==> config.mk <==
export PLATFORM = sky130hd
export DESIGN_NAME = srs_service_request
export DESIGN_NICKNAME = d
export VERILOG_FILES = /design/src/hdl/srs_pkg.sv /design/src/hdl/srs_sweep_counter.sv /design/src/hdl/srs_service_request.sv
export SDC_FILE = /design/constraint.sdc
export NUM_CORES = 1
export LEC_CHECK = 0
export CAP_MARGIN = 20
export CORE_UTILIZATION = 62
export DETAILED_ROUTE_END_ITERATION = 16
export DONT_BUFFER_PORTS = 1
export PLACE_DENSITY_LB_ADDON = 0.3
export SLEW_MARGIN = 20
export SYNTH_ARGS = -nofsm -noshare
export SYNTH_HDL_FRONTEND = slang
export SYNTH_SLANG_ARGS = --single-unit
==> constraint.sdc <==
create_clock -name clk -period 8.88 [get_ports clk]
set_input_delay 0.444 -clock clk [delete_from_list [all_inputs] [get_ports clk]]
set_output_delay 0.444 -clock clk [all_outputs]
set_load 0.005 [all_outputs]
==> src/hdl/srs_pkg.sv <==
package srs_pkg;
  localparam int BitOverflow = 0;
  localparam int BitOverload = 1;
  localparam int BitSweepDone = 2;
  localparam int BitReadingDone = 3;
  localparam int BitReady = 4;
  localparam int BitError = 5;
  localparam int BitRqs = 6;
  localparam int BitOutputDone = 7;
  localparam logic [7:0] MaskReset = 8'h00;
  localparam logic [7:0] StatusReset = 8'h00;
  localparam logic [7:0] MaskValid = 8'hbf;
  localparam int CountWidth = 16;
  localparam logic [15:0] CountReset = 16'h0001;
  localparam logic [1:0] WaveDc = 2'h0;
  localparam logic [1:0] WavePulse = 2'h1;
  localparam logic [1:0] WaveStair = 2'h2;
  localparam logic [1:0] WaveExt = 2'h3;
endpackage : srs_pkg

==> src/hdl/srs_sweep_counter.sv <==
`timescale 1ns/1ps
module srs_sweep_counter #(
  parameter int Width = 16
) (
  input wire logic clk,
  input wire logic rst,
  input wire logic clear,
  input wire logic sweepStart,
  input wire logic readingTaken,
  input wire logic [1:0] waveform,
  input wire logic [Width-1:0] countParam,
  input wire logic [Width-1:0] biasFirst,
  input wire logic [Width-1:0] biasLast,
  input wire logic [Width-1:0] biasStep,
  output logic sweeping,
  output logic sweepDone
);
  logic [Width-1:0] target_reg;
  logic [Width-1:0] taken_reg;
  logic [Width-1:0] span;
  logic [Width-1:0] stepNz;
  logic [Width-1:0] targetNext;

  // staircase/pulse length derives from bias sweep span; dc/ext from count
  always_comb begin
    span = (biasLast >= biasFirst) ? biasLast - biasFirst : biasFirst - biasLast;
    stepNz = (biasStep == '0) ? Width'(1) : biasStep;
    if (waveform == srs_pkg::WavePulse || waveform == srs_pkg::WaveStair) begin
      targetNext = Width'(span / stepNz) + Width'(1);
    end else begin
      targetNext = (countParam == '0) ? Width'(1) : countParam;
    end
  end

  always_ff @(posedge clk or posedge rst) begin
    if (rst) begin
      sweeping <= 1'b0;
      sweepDone <= 1'b0;
      taken_reg <= '0;
      target_reg <= '0;
    end else begin
      sweepDone <= 1'b0;
      if (clear) begin
        sweeping <= 1'b0;
        taken_reg <= '0;
      end else if (sweepStart) begin
        sweeping <= 1'b1;
        taken_reg <= '0;
        target_reg <= targetNext;
      end else if (sweeping && readingTaken) begin
        taken_reg <= taken_reg + Width'(1);
        if (taken_reg + Width'(1) >= target_reg) begin
          sweeping <= 1'b0;
          sweepDone <= 1'b1;
        end
      end
    end
  end
endmodule : srs_sweep_counter

==> src/hdl/srs_service_request.sv <==
`timescale 1ns/1ps
module srs_service_request #(
  parameter int CountWidth = srs_pkg::CountWidth
) (
  input wire logic clk,
  input wire logic rst,
  input wire logic deviceClear,
  input wire logic maskWrite,
  input wire logic [7:0] maskValue,
  input wire logic readingOverRange,
  input wire logic readingInRange,
  input wire logic readingRequest,
  input wire logic inputOverload,
  input wire logic sweepStart,
  input wire logic readingTaken,
  input wire logic [1:0] waveform,
  input wire logic [CountWidth-1:0] countParam,
  input wire logic [CountWidth-1:0] biasFirst,
  input wire logic [CountWidth-1:0] biasLast,
  input wire logic [CountWidth-1:0] biasStep,
  input wire logic readingReady,
  input wire logic commandBusy,
  input wire logic errorEvent,
  input wire logic errorWordRead,
  input wire logic outputStart,
  input wire logic outputEnd,
  input wire logic serialPoll,
  output logic srqOut,
  output logic srqOe,
  output logic [7:0] serviceStatusByte
);
  // ************************************************************
  // pin synchroniser
  // ************************************************************
  // overload is a level from the analog front end, not our clock
  logic overloadMeta_reg;
  logic overloadSync_reg;

  always_ff @(posedge clk or posedge rst) begin
    if (rst) begin
      overloadMeta_reg <= 1'b0;
      overloadSync_reg <= 1'b0;
    end else begin
      overloadMeta_reg <= inputOverload;
      overloadSync_reg <= overloadMeta_reg;
    end
  end

  // ************************************************************
  // mask register
  // ************************************************************
  logic [7:0] enableMask_reg;

  always_ff @(posedge clk or posedge rst) begin
    if (rst) begin
      enableMask_reg <= srs_pkg::MaskReset;
    end else if (deviceClear) begin
      enableMask_reg <= srs_pkg::MaskReset;
    end else if (maskWrite) begin
      // argument is a sum of weights; bit six has no event so is dropped
      enableMask_reg <= maskValue & srs_pkg::MaskValid;
    end
  end

  // ************************************************************
  // sweep length tracking
  // ************************************************************
  logic sweeping;
  logic sweepDonePulse;

  srs_sweep_counter #(
    .Width(CountWidth)
  ) u_sweep (
    .clk(clk),
    .rst(rst),
    .clear(deviceClear),
    .sweepStart(sweepStart),
    .readingTaken(readingTaken),
    .waveform(waveform),
    .countParam(countParam),
    .biasFirst(biasFirst),
    .biasLast(biasLast),
    .biasStep(biasStep),
    .sweeping(sweeping),
    .sweepDone(sweepDonePulse)
  );

  // ************************************************************
  // live event flags
  // ************************************************************
  // set beats a flag's own clear where both land in the same cycle; deviceClear beats every set
  logic [7:0] live_reg;

  always_ff @(posedge clk or posedge rst) begin
    if (rst) begin
      live_reg <= srs_pkg::StatusReset;
    end else if (deviceClear) begin
      live_reg <= srs_pkg::StatusReset;
    end else begin
      if (readingOverRange) begin
        live_reg[srs_pkg::BitOverflow] <= 1'b1;
      end else if (readingInRange || readingRequest) begin
        live_reg[srs_pkg::BitOverflow] <= 1'b0;
      end
      live_reg[srs_pkg::BitOverload] <= overloadSync_reg;
      if (sweepDonePulse) begin
        live_reg[srs_pkg::BitSweepDone] <= 1'b1;
      end else if (sweepStart || sweeping) begin
        live_reg[srs_pkg::BitSweepDone] <= 1'b0;
      end
      if (readingReady) begin
        live_reg[srs_pkg::BitReadingDone] <= 1'b1;
      end else if (readingRequest) begin
        live_reg[srs_pkg::BitReadingDone] <= 1'b0;
      end
      live_reg[srs_pkg::BitReady] <= ~commandBusy;
      if (errorEvent) begin
        live_reg[srs_pkg::BitError] <= 1'b1;
      end else if (errorWordRead) begin
        live_reg[srs_pkg::BitError] <= 1'b0;
      end
      live_reg[srs_pkg::BitRqs] <= 1'b0;
      if (outputEnd) begin
        live_reg[srs_pkg::BitOutputDone] <= 1'b1;
      end else if (outputStart) begin
        live_reg[srs_pkg::BitOutputDone] <= 1'b0;
      end
    end
  end

  // ************************************************************
  // request and latched status byte
  // ************************************************************
  // a flag must be enabled and present while the byte is not frozen to raise service
  logic requestCause;
  logic requesting_reg;
  logic frozen_reg;
  logic [7:0] latched_reg;

  assign requestCause = |(live_reg & enableMask_reg & srs_pkg::MaskValid);

  always_ff @(posedge clk or posedge rst) begin
    if (rst) begin
      requesting_reg <= 1'b0;
    end else if (deviceClear || serialPoll) begin
      requesting_reg <= 1'b0;
    end else if (requestCause && !frozen_reg) begin
      requesting_reg <= 1'b1;
    end
  end

  // while frozen no new request is raised; the byte holds its snapshot except the rqs bit, which follows requesting_reg
  always_ff @(posedge clk or posedge rst) begin
    if (rst) begin
      frozen_reg <= 1'b0;
      latched_reg <= srs_pkg::StatusReset;
    end else if (deviceClear) begin
      frozen_reg <= 1'b0;
      latched_reg <= srs_pkg::StatusReset;
    end else if (errorWordRead) begin
      frozen_reg <= 1'b0;
    end else if (requestCause && !frozen_reg && !requesting_reg) begin
      frozen_reg <= 1'b1;
      latched_reg <= live_reg;
    end
  end

  always_ff @(posedge clk or posedge rst) begin
    if (rst) begin
      serviceStatusByte <= srs_pkg::StatusReset;
      srqOut <= 1'b0;
      srqOe <= 1'b0;
    end else begin
      serviceStatusByte <= frozen_reg ? latched_reg : live_reg;
      serviceStatusByte[srs_pkg::BitRqs] <= requesting_reg;
      // open-drain: pull low while requesting
      srqOut <= 1'b0;
      srqOe <= requesting_reg && !serialPoll && !deviceClear;
    end
  end
endmodule : srs_service_request

==> metrics.txt, run 1 <==
Synth Area in XOR/XNOR between 8 and 9%; GRT Overall Usage around 90%; die width around 140 µm; Async SR Flop Fraction between 90% and 100%; ys flop type dfrtp_1; Synth Area in Compound Gates 27.7%; Mapped Avg Cell Area ~7.7 µm²; synthesized net count between 1500 and 2000; largest net degree at the start of global routing 36; Max Root-Sink Buffers 2; post-synthesis adder-cell area fraction around a fifth; YS warnings 0; run status aborted with a tool error; GPL Wtd Cong approximately 1; Top-Level Pins between 100 and 150; simple-gate portion of the synthesized area 19.8%; CTS H-tree depth 3; Cell Rows 50; fraction of synthesized area in multiplexers ~4%; Area after DPL about 16000 µm²; Stop Error [ERROR GRT-0116] Global routing finished with congestion. Check the congestion regions in the DRC Viewer.; global-route wire length before repair about 140000 µm; grt ovf 385; dpl hpwl about 38000 µm; Root Driver clkbuf_16; Seq/Total Area, Yosys between 10% and 20%; Syn Inst Count between 1500 and 2000; largest family of logic cells by synthesized area compound AO/OA/AOI/OAI gates; PortBufs 0; Post-synth EDFFs 0; Initial Util a little under two thirds; vias in the first global route about 22000; unique cell type count in the Yosys netlist around 90; Failed at global routing (5_1_grt); Die Span Y ~140 µm; Mapped Area ~12000 µm²; clock sink count 68; Post-CTS Hold Buffers 0; Num CTS Buffers 9; Seq cells post-synth 68
per-stage QoR:
stage / setup WS (ns) / hold WS [ns] / cells
after floorplan: -16.70 / 0.331 / 1555
after global placement: -16.97 / 0.346 / 2236
after detailed placement: -18.95 / 0.339 / 2236
after CTS: -17.33 / 0.0980 / 2354
Yosys cell counts, types with 9 or more instances:
cell type  instances  area share [%]
a21oi_1          111             4.7
xnor2_1           57             4.2
nor3_1            57             2.4
a22o_1             9            0.66
nor4_1            11            0.58
nand4_1            9            0.47
mux2i_1           21             1.8
a31oi_1           15            0.79
a21o_1            65             4.1
o211ai_1          19             1.2
o21a_1            56             3.5
nand3_1           43             1.8
o31ai_1           11            0.69
nor2b_1           16            0.84
nor2_1           149             4.7
clkbuf_1          29            0.91
inv_1            106             3.3
mux2_2            23             2.2
xor2_1            64             4.7
o22ai_1           10            0.53
nand2b_1          12            0.63
dfrtp_1           68              14
o21ai_0           79             3.3
or2_2             16            0.84
or3_1             17            0.89
ha_1             186              20
and3_1            16            0.84
nand2_1          117             3.7
cells by family after synthesis:
group,count (synthesis)
compound gates,484
xor+xnor,121
fa+ha+maj,188
buf+inv,154
flops,68
mux,45
other cells,1
simple gates,494
timing repair:
action,CTS
setup buffers,102
gates resized for setup,150
setup endpoints to repair,16
pin swaps,119
cloned,1
layer usage:
metal | GRT usage (%) | GRT overflow
met1 | 86.9 | 5
met2 | 105 | 262
met3 | 77.6 | 8
met4 | 96.5 | 109
met5 | 50.4 | 1
==> inputs of run 2 (changes only) <==
- CORE_UTILIZATION: 62 -> 40
- PLACE_DENSITY_LB_ADDON: 0.3 -> 0.15
==> run 2 against run 1 <==
The flow now finishes, with violations (negative setup slack); area after synthesis did not move; synthesized cell count did not move.
==> metrics.txt, run 2 <==
run status complete, but fails checks (was aborted with a tool error); failing checks negative setup slack; met3 Track Usage GR around 2.2%; Mapped Avg Cell Area 7.66 µm² (unchanged); Max Slew Vio Count 0; PortBufs 0 (unchanged); Post-synth EDFFs 0 (unchanged); MaxCap Viol Count 0; P_leak a little over 9 nW; Cell Rows 62 (was 50); Multi-input gate area about 11000 µm²; synthesized net count 1834 (unchanged); die width 175 µm (was 141 µm); Switching Share between 40% and 50%; Max Root-Sink Buffers 2 (unchanged); Setup Crit Path Kind primary input to register; clk slew on worst S/H paths about 0.060 ns; Core Util, Final about two thirds; worst path required time about 9.1 ns; unique cell type count in the Yosys netlist 88 (unchanged); CP arrival 26.47 ns; Fmax achieved roughly 0.038 GHz; Async SR Flop Fraction 100% (unchanged); sequential cell area around 1700 µm²; clock sink count 68 (unchanged); YS warnings 0 (unchanged); Die Span Y 175 µm (was 141 µm); dpl hpwl 33900 µm (was 38400 µm); Post-synth top cells ha_1 (186), nor2_1 (149), nand2_1 (117), a21oi_1 (111), inv_1 (106) (unchanged); layout cells sized above 1 a little over two fifths; Flop pwr share 8.9%; Final period util 296%; fin crit period 26.27 ns; worst clock skew about 0.0046 ns; layer with the highest usage met2; clock power share 9.1%; FF-to-FF path depth 13; vias in the first global route 13600; final worst setup slack -17.39 ns; Rel. slew slack about 41%; internal power 2.24 mW; antenna viol nets, final 0; slowest stage cell, crit path or4_4; worst slew pin tran 0.878 ns; Top-Level Pins 101 (unchanged); Min-Delay Path Class primary input to register; pwr/cell area 203 nW/µm²; Final Hold Viols 0; ys flop type dfrtp_1 (unchanged); Max VDD drop between 90 and 100 µV; GPL Wtd Cong 0.929 (was 1.01); CTS H-tree depth 3 (unchanged); Root Driver clkbuf_16 (unchanged); Post-CTS Hold Buffers 0 (unchanged); Mapped Area 11900 µm² (unchanged); dominant cells by area after synthesis ha_1 (20%), dfrtp_1 (14%), xor2_1 (4.7%) (unchanged); met2 usage around 49%; ant diodes 0; Seq/Total Area, Yosys 14.3% (unchanged); WHS roughly 0.14 ns; CTS tree built; DR pass1 iterations 5; Seq cells post-synth 68 (unchanged); final setup fails 16; Net Switching between 1.5 and 2 mW; worst-path maximum fanout 14; FILL cells 2513; Layout area overhead 58.8%; grt ovf 0; later-pin clock latency in the skew report 0.33 ns; Synth area leader ha_1 (unchanged); die area 30500 µm²; Num CTS Buffers 9 (unchanged); GR Layer Usage met1 between 30% and 40%; Slowest Stage Delay on Critical Path approximately 0.57 ns; Initial Util 41.1% (was 63.5%); CP most frequent cell a21oi_2; combinational share of power between 80 and 90%; unrepaired setup endpoints after global routing yes; Post-route DRC 0; Worst setup SP type primary input; nets between 2000 and 2500; most frequent cells in the layout buf_4 (594), ha_1 (145), nor2_1 (133); Syn Inst Count 1555 (unchanged); most common cell after layout, fill and taps aside buf_4; share of the synthesized area in the top cell type 19.5% (unchanged); via count between 10000 and 15000; Detailed Route WL 43300 µm; Worst setup EP type register; largest net degree at the start of global routing 69; initial antenna violation count 1; GRT Overall Usage between 20% and 30%; global-route wire length before repair about 70000 µm; core area 29000 µm²; WHS Path Cells 0; WL per Instance approximately 17 µm; most numerous cell in the Yosys netlist ha_1 (unchanged); 1st-iter DRT viols 740; vias per inst roughly 5.5
==> run 2: cell counts after synthesis <==
No cell type changed its count.
==> run 2: power groups by stage <==
stage               combinational, mW  sequential (mW)  clock [mW]
finish                           3.15            0.341       0.348
global route                     3.42            0.343       0.366
CTS                              2.92            0.341       0.350
detailed placement               2.67            0.346           0
global placement                 2.64            0.346           0
floorplan                        1.58            0.343           0
==> run 2: critical path, delay by kind of cell <==
kind                       cells  cell delay [ns]
muxes                          3             0.93
and+or+nand+nor               28             4.83
buffers and inverters         13             1.77
xor gates and xnor gates       1             0.18
adders and majority gates     18             4.34
AOI/OAI and AO/OA             78            13.95
==> run 2: worst paths after layout <==
| kind | from | slack (ns) | end |
|---|---|---|---|
| max in group asynchronous | rst | 8.07 | live_reg[2]$_DFFE_PP0P_ |
| min in group asynchronous | rst | 0.26 | u_sweep.taken_reg[2]$_DFFE_PP0P_ |
| min | inputOverload | 0.14 | overloadMeta_reg$_DFF_PP0_ |
| min reg2reg | overloadMeta_reg$_DFF_PP0_ | 0.35 | overloadSync_reg$_DFF_PP0_ |
| max | biasFirst[1] | -17.39 | u_sweep.target_reg[14]$_DFFE_PP0P_ |
| max reg2reg | u_sweep.taken_reg[0]$_DFFE_PP0P_ | 5.52 | u_sweep.sweeping$_DFFE_PP0P_ |
==> run 2: metrics by stage <==
stage	worst slack (ns)	power (mW)	area, µm²	std cells	setup TNS [ns]
after floorplan	-16.70	1.92	12700	1555	-259.14
after CTS	-17.00	3.62	18100	2491	-268.04
after global routing	-18.58	4.13	18900	2533	-292.33
after global placement	-17.77	2.98	16800	2411	-279.22
after detailed placement	-18.34	3.02	16800	2411	-287.69
final	-17.39	3.84	18900	2533	-274.30
==> run 2: routing by layer <==
layer	share of wire [%]	vias up	routed length, µm
met2	49	311	21400
met5	0.023	-	10
met3	3.8	58	1650
met1	45	6647	19400
li1	-	6867	-
met4	1.9	2	813
==> run 2: repair_timing <==
action	CTS	global route
cloned	4	0
setup buffers	62	42
endpoints found under the hold margin	0	0
gates resized for setup	99	102
setup endpoints to repair	16	16
pin swaps	70	93
==> run 2: cells by family after synthesis <==
| kind of cell | after synthesis | synth area share, % |
|---|---|---|
| and+or+nand+nor | 494 | 19.8 |
| AOI/OAI and AO/OA | 484 | 27.7 |
| adders and majority gates | 188 | 19.9 |
| buffers and inverters | 154 | 5.28 |
| xor gates and xnor gates | 121 | 8.90 |
| DFF | 68 | 14.3 |
| muxes | 45 | 4.07 |
| other | 1 | 0.0315 |
==> run 2: layout make-up <==
| class | instances | area share [%] |
|---|---|---|
| multi-input cells | 1335 | 59.0 |
| repair buffers | 624 | 25.7 |
| flip-flops and latches | 68 | 9.00 |
| well taps | 384 | 2.54 |
| inverters | 106 | 2.19 |
| clock buffers | 10 | 1.21 |
| clock inverters | 6 | 0.337 |
No activity file was read; power rests on OpenSTA's default activity.
==> inputs of run 3 (changes only) <==
- ABC_AREA: unset -> 1
- CAP_MARGIN: 20 -> 30
- PLACE_DENSITY: unset -> 0.63
- PLACE_DENSITY_LB_ADDON: 0.15 -> unset
==> run 3 against run 2 <==
Largest cell class unchanged; maximum frequency is 2.1% higher; sequential power is essentially flat; critical path depth up 60; the run still ends with negative setup slack left; hold slack got worse by 0.0024 ns; core utilization rose by 1.6 points; wire length up 15%.
==> metrics.txt, run 3 <==
vias in the first global route 15200 (was 13600); Mapped Avg Cell Area 6.50 µm² (was 7.66 µm²); Max Root-Sink Buffers 2 (unchanged); final worst setup slack -16.84 ns (was -17.39 ns); Rel. slew slack 37.2% (was 41.0%); GPL Wtd Cong 0.937 (was 0.929); min-delay src inputOverload (unchanged); Seq cells post-synth 68 (unchanged); Synth Area in XOR/XNOR 7.43% (was 8.90%); Detailed Route WL 49700 µm (was 43300 µm); FF-to-FF path depth 19 (was 13); Fmax achieved 0.0389 GHz (was 0.0381 GHz); dominant cells by area after synthesis ha_1 (19%), nand2_1 (14%), dfrtp_1 (14%) (was ha_1 (20%), dfrtp_1 (14%), xor2_1 (4.7%)); WHS Path Cells 0 (unchanged); Root Driver clkbuf_16 (unchanged); Worst setup SP type primary input (unchanged); ant diodes 0 (unchanged); CP most frequent cell nand2_2 (was a21oi_2); worst-path maximum fanout 8 (was 14); CP bufs+invs 33 (was 13); core area 30700 µm² (was 29000 µm²); Async SR Flop Fraction 100% (unchanged); clock sink count 68 (unchanged); most common cell after layout, fill and taps aside buf_4 (unchanged); via count 16000 (was 13900); final setup fails 16 (unchanged); Post-route DRC 0 (unchanged); Syn Inst Count 1919 (was 1555); post-synthesis adder-cell area fraction 19.0% (was 19.9%); post-route setup TNS -267.65 ns (was -274.30 ns); antenna viol nets, final 0 (unchanged); unique cell type count in the Yosys netlist 78 (was 88); Num CTS Buffers 9 (unchanged); largest family of logic cells by synthesized area simple AND/OR/NAND/NOR gates (was compound AO/OA/AOI/OAI gates); Min-Delay Path Class primary input to register (unchanged); fraction of synthesized area in multiplexers 0.401% (was 4.07%); Seq/Total Area, Yosys 13.6% (was 14.3%); P_leak 10.7 nW (was 9.25 nW); most frequent cells in the layout buf_4 (684), nand2_1 (380), inv_1 (282) (was buf_4 (594), ha_1 (145), nor2_1 (133)); Final Hold Viols 0 (unchanged); share of the synthesized area in the top cell type 18.7% (was 19.5%); later-pin clock latency in the skew report 0.33 ns (about the same); Setup WS pre-CTS -17.17 ns (was -18.34 ns); Multi-input gate area 11300 µm² (was 11200 µm²); vias per inst 5.35 (was 5.48); crit-path leading delay family simple AND/OR/NAND/NOR gates (was compound AO/OA/AOI/OAI gates); layout cells sized above 1 44.5% (was 42.2%); Core Util, Final 66.8% (was 65.2%); CTS H-tree depth 3 (unchanged); simple-gate portion of the synthesized area 31.0% (was 19.8%); Setup Crit Path Kind primary input to register (unchanged); sequential cell area 1700 µm² (unchanged); die width 179 µm (was 175 µm); Max VDD drop 104 µV (was 96.4 µV); Synth area leader ha_1 (unchanged); unrepaired setup endpoints after global routing yes (unchanged); Slowest Stage Delay on Critical Path 0.35 ns (was 0.57 ns); GRT Overall Usage 27.2% (was 27.5%); YS warnings 0 (unchanged); Top-Level Pins 101 (unchanged); CP arrival 25.95 ns (was 26.47 ns); worst slew pin tran 0.934 ns (was 0.878 ns); Max Slew Vio Count 0 (unchanged); cell area after layout 20500 µm² (was 18900 µm²); 1st-iter DRT viols 1038 (was 740); Initial Util 40.7% (was 41.1%); grt ovf 0 (unchanged); die area 31900 µm² (was 30500 µm²); worst clock skew 0.00448 ns (was 0.00457 ns); most numerous cell in the Yosys netlist nand2_1 (was ha_1); Reg2Reg Setup Slack 5.43 ns (was 5.52 ns); Die Span Y 179 µm (was 175 µm); Cell Rows 64 (was 62); failing checks negative setup slack (unchanged); Hold Path End overloadMeta_reg$_DFF_PP0_ (unchanged); pwr/cell area 203 nW/µm² (about the same); Post-synth EDFFs 0 (unchanged); PortBufs 0 (unchanged); global-route wire length before repair 70700 µm (was 68300 µm); clk slew on worst S/H paths 0.06 ns (about the same); nets 2876 (was 2423); Tot Pwr 4.16 mW (was 3.84 mW); dpl hpwl 33100 µm (was 33900 µm); FF-to-FF Start u_sweep.taken_reg[0]$_DFFE_PP0P_ (unchanged); slowest stage cell, crit path fa_2 (was or4_4); Post-synth top cells nand2_1 (468), inv_1 (320), ha_1 (186), nand3_1 (148), a21oi_1 (101) (was ha_1 (186), nor2_1 (149), nand2_1 (117), a21oi_1 (111), inv_1 (106)); Layout area overhead 64.3% (was 58.8%); MaxCap Viol Count 0 (unchanged); CTS tree built (unchanged); Synth Area in Compound Gates 16.9% (was 27.7%); worst path required time 9.10 ns (was 9.09 ns); largest net degree at the start of global routing 69 (unchanged); Post-CTS Hold Buffers 0 (unchanged); FILL cells 2300 (was 2513); Area after DPL 17100 µm² (was 16800 µm²); ys flop type dfrtp_1 (unchanged); synthesized net count 2198 (was 1834); Worst setup EP type register (unchanged); initial antenna violation count 0 (was 1); fin crit period 25.72 ns (was 26.27 ns); Final period util 290% (was 296%); DR pass1 iterations 5 (unchanged); Mapped Area 12500 µm² (was 11900 µm²); reg2reg end u_sweep.sweeping$_DFFE_PP0P_ (unchanged); run status complete, but fails checks (unchanged); WL per Instance 16.6 µm (was 17.1 µm)
run 3: area by class of cell:
cell class                 count  share of cell area (%)
timing repair buffer         703                    26.3
tap                          396                    2.42
clock buffer                   9                    1.10
clock inverter                 7                   0.403
inverter                     330                    6.31
multi-input combinational   1485                    55.2
sequential                    68                    8.30
run 3: cells by family after synthesis:
kind of cell / after synthesis
buffers and inverters: 366
other: 1
AOI/OAI and AO/OA: 333
adders and majority gates: 188
DFF: 68
muxes: 5
and+or+nand+nor: 853
xor gates and xnor gates: 105
run 3: stage by stage:
| step | hold WS (ns) | cells |
|---|---|---|
| 2_1_floorplan | 0.331 | 1919 |
| 3_3_place_gp | 0.334 | 2786 |
| 3_5_place_dp | 0.336 | 2786 |
| 4_1_cts | 0.135 | 2946 |
| 5_1_grt | 0.132 | 2998 |
| 6_report | 0.142 | 2998 |
run 3: how the worst max path moves through the flow:
stage	startpoint	end	slack, ns	cells past startpoint
floorplan	biasLast[0]	u_sweep.target_reg[12]$_DFFE_PP0P_	-15.66	218
CTS	biasLast[0]	u_sweep.target_reg[12]$_DFFE_PP0P_	-15.06	210
global route	biasLast[0]	u_sweep.target_reg[13]$_DFFE_PP0P_	-18.13	197
detailed placement	biasFirst[6]	u_sweep.target_reg[14]$_DFFE_PP0P_	-17.17	200
global placement	biasFirst[6]	u_sweep.target_reg[12]$_DFFE_PP0P_	-16.23	201
finish	biasLast[0]	u_sweep.target_reg[13]$_DFFE_PP0P_	-16.84	201
run 3: power by group:
group / total (mW) / internal (mW) / switching [mW] / leakage [nW]
combinational: 3.45 / 1.77 / 1.69 / 9.64
sequential: 0.341 / 0.331 / 0.00954 / 0.900
clock: 0.361 / 0.222 / 0.139 / 0.145
total: 4.16 / 2.32 / 1.84 / 10.7
run 3: timing repair:
item / 4_1_cts / 5_1_grt
setup endpoints to repair: 16 / 16
hold endpoints to repair: 0 / 0
pin swaps: 177 / 135
resized for setup: 196 / 142
setup buffers: 144 / 52
run 3: per-layer routing:
layer	share of wire [%]	GRT usage, %	up-vias
li1	-	-	7662
met1	39	31.0	7464
met2	50	50.2	651
met3	5.7	2.96	271
met4	6.2	12.4	0
met5	0	0	-
==> inputs of run 4 (changes only) <==
- ABC_AREA: 1 -> unset
- CORE_UTILIZATION: 40 -> 30
- PLACE_DENSITY: 0.63 -> 0.53
==> run 4 against run 3 <==
The flow still finishes with violations (negative setup slack); cell count shrank 11%; total power decreased by 7.9%; maximum frequency down 0.93%; core utilization shrank 18 points; setup slack worse by 0.24 ns; design area is 6.6% lower; via count down 15%; register-to-register slack got worse by 0.04 ns; clock skew barely moved; critical endpoint is now u_sweep.target_reg[14]$_DFFE_PP0P_.
==> metrics.txt, run 4 (synthesized netlist as in run 2, its figures left out) <==
FF-to-FF Start u_sweep.taken_reg[2]$_DFFE_PP0P_ (was u_sweep.taken_reg[0]$_DFFE_PP0P_); via count 13700 (was 16000); min-delay src inputOverload (unchanged); nets 2436 (was 2876); combinational share of power 82.4% (was 83.1%); Final period util 292% (was 290%); most frequent cells in the layout buf_4 (616), ha_1 (142), nor2_1 (134) (was buf_4 (684), nand2_1 (380), inv_1 (282)); Root Driver clkbuf_16 (unchanged); largest net degree at the start of global routing 69 (unchanged); Slowest Stage Delay on Critical Path 0.49 ns (was 0.35 ns); fin crit period 25.97 ns (was 25.72 ns); Max Slew Vio Count 0 (unchanged); Worst setup SP type primary input (unchanged); Max Root-Sink Buffers 2 (unchanged); unrepaired setup endpoints after global routing yes (unchanged); clock power share 8.7% (about the same); worst slew pin tran 0.857 ns (was 0.934 ns); Setup Crit Path Kind primary input to register (unchanged); PortBufs 0 (unchanged); Layout area overhead 60.6% (was 64.3%); run status complete, but fails checks (unchanged); Die Span Y 201 µm (was 179 µm); CTS H-tree depth 3 (unchanged); 1st-iter DRT viols 736 (was 1038); internal power 2.24 mW (was 2.32 mW); vias per inst 5.11 (was 5.35); die area 40500 µm² (was 31900 µm²); Post-CTS Hold Buffers 0 (unchanged); Fmax achieved 0.0385 GHz (was 0.0389 GHz); die width 201 µm (was 179 µm); GPL Wtd Cong 0.921 (was 0.937); layout cells sized above 1 42.8% (was 44.5%); Core Util, Final 49.2% (was 66.8%); Net Switching 1.59 mW (was 1.84 mW); worst path required time 9.08 ns (was 9.10 ns); CP arrival 26.17 ns (was 25.95 ns); later-pin clock latency in the skew report 0.33 ns (about the same); Setup WS pre-CTS -18.42 ns (was -17.17 ns); WHS Path Cells 0 (unchanged); pwr/cell area 200 nW/µm² (was 203 nW/µm²); CTS tree built (unchanged); final setup fails 16 (unchanged); Detailed Route WL 43000 µm (was 49700 µm); dpl hpwl 34600 µm (was 33100 µm); initial antenna violation count 0 (unchanged); slowest stage cell, crit path or4_4 (was fa_2); Final Hold Viols 0 (unchanged); clock sink count 68 (unchanged); Min-Delay Path Class primary input to register (unchanged); vias in the first global route 13600 (was 15200); highest routed metal layer met4 (unchanged); antenna viol nets, final 0 (unchanged); Top-Level Pins 101 (unchanged); core area 38900 µm² (was 30700 µm²); WL per Instance 16.0 µm (was 16.6 µm); grt ovf 0 (unchanged); Metal-1 WL 19500 µm (was 19200 µm); DR pass1 iterations 5 (unchanged); routed wl met2 20300 µm (was 24700 µm); GRT Overall Usage 20.6% (was 27.2%); P_leak 9.29 nW (was 10.7 nW); final worst setup slack -17.09 ns (was -16.84 ns); ant diodes 0 (unchanged); Flop pwr share 8.9% (was 8.2%); Max VDD drop 85.5 µV (was 104 µV); Initial Util 30.6% (was 40.7%); Post-route DRC 0 (unchanged); CP most frequent cell buf_4 (was nand2_2); Rel. slew slack 42.9% (was 37.2%); Cell Rows 72 (was 64); most common cell after layout, fill and taps aside buf_4 (unchanged); Setup crit start biasFirst[1] (was biasLast[0]); Detail Route met3 WL 1890 µm (was 2840 µm); worst-path maximum fanout 7 (was 8); MaxCap Viol Count 0 (unchanged); worst clock skew 0.00487 ns (was 0.00448 ns); Num CTS Buffers 9 (unchanged); Worst setup EP type register (unchanged); clk slew on worst S/H paths 0.06 ns (about the same); failing checks negative setup slack (unchanged); global-route wire length before repair 68600 µm (was 70700 µm); Switching Share 41.5% (was 44.2%); FF-to-FF path depth 13 (was 19)
-- run 4: critical path, delay by kind of cell --
kind	cells	cell delay (ns)
adder cells (fa/ha/maj)	17	4.25
XOR/XNOR	1	0.18
AO/OA/AOI/OAI	68	11.57
buffers and inverters	31	4.10
multiplexers	5	1.58
AND/OR/NAND/NOR	24	3.97
-- run 4: layout make-up --
class / instances / area, µm²
clock buffer: 11 / 243
clock inverter: 5 / 36.3
multi-input combinational: 1334 / 11200
inverter: 106 / 414
fill: 3684 / 19800
sequential: 68 / 1700
timing repair buffer: 638 / 4900
tap: 518 / 648
-- run 4: what timing repair did --
item / in CTS / in global routing
cloned: 3 / 0
pin swaps: 75 / 90
setup buffers: 75 / 33
gates resized for setup: 99 / 109
setup endpoints to repair: 16 / 16
-- run 4: worst paths after layout --
| check | endpoint | slack (ns) |
|---|---|---|
| max | u_sweep.target_reg[14]$_DFFE_PP0P_ | -17.09 |
| min | overloadMeta_reg$_DFF_PP0_ | 0.14 |
| max reg2reg | u_sweep.sweeping$_DFFE_PP0P_ | 5.39 |
| min reg2reg | overloadSync_reg$_DFF_PP0_ | 0.35 |
| max in group asynchronous | serviceStatusByte[4]$_DFF_PP0_ | 8.07 |
| min in group asynchronous | u_sweep.taken_reg[15]$_DFFE_PP0P_ | 0.25 |
-- run 4: routing by layer --
layer | vias up | GRT usage, %
met5 | - | 0
met4 | 0 | 6.14
met3 | 71 | 1.91
met2 | 296 | 35.5
met1 | 6434 | 27.2
li1 | 6902 | -
-- run 4: power groups by stage --
stage / Sequential (mW) / Clock (mW) / Combinational (mW)
floorplan: 0.343 / 0 / 1.58
global placement: 0.346 / 0 / 2.65
detailed placement: 0.347 / 0 / 2.68
CTS: 0.341 / 0.336 / 2.92
global route: 0.344 / 0.350 / 3.45
finish: 0.341 / 0.332 / 3.16
-- run 4: per-stage QoR --
stage | hold slack (ns) | setup TNS, ns | power (mW) | area (µm²) | std cells
5_1_grt | 0.128 | -288.84 | 4.14 | 19100 | 2680
4_1_cts | 0.132 | -273.43 | 3.60 | 18300 | 2647
2_1_floorplan | 0.331 | -259.14 | 1.92 | 12700 | 1555
3_3_place_gp | 0.345 | -280.29 | 2.99 | 17000 | 2553
3_5_place_dp | 0.347 | -287.85 | 3.02 | 17000 | 2553
6_report | 0.137 | -270.53 | 3.83 | 19100 | 2680
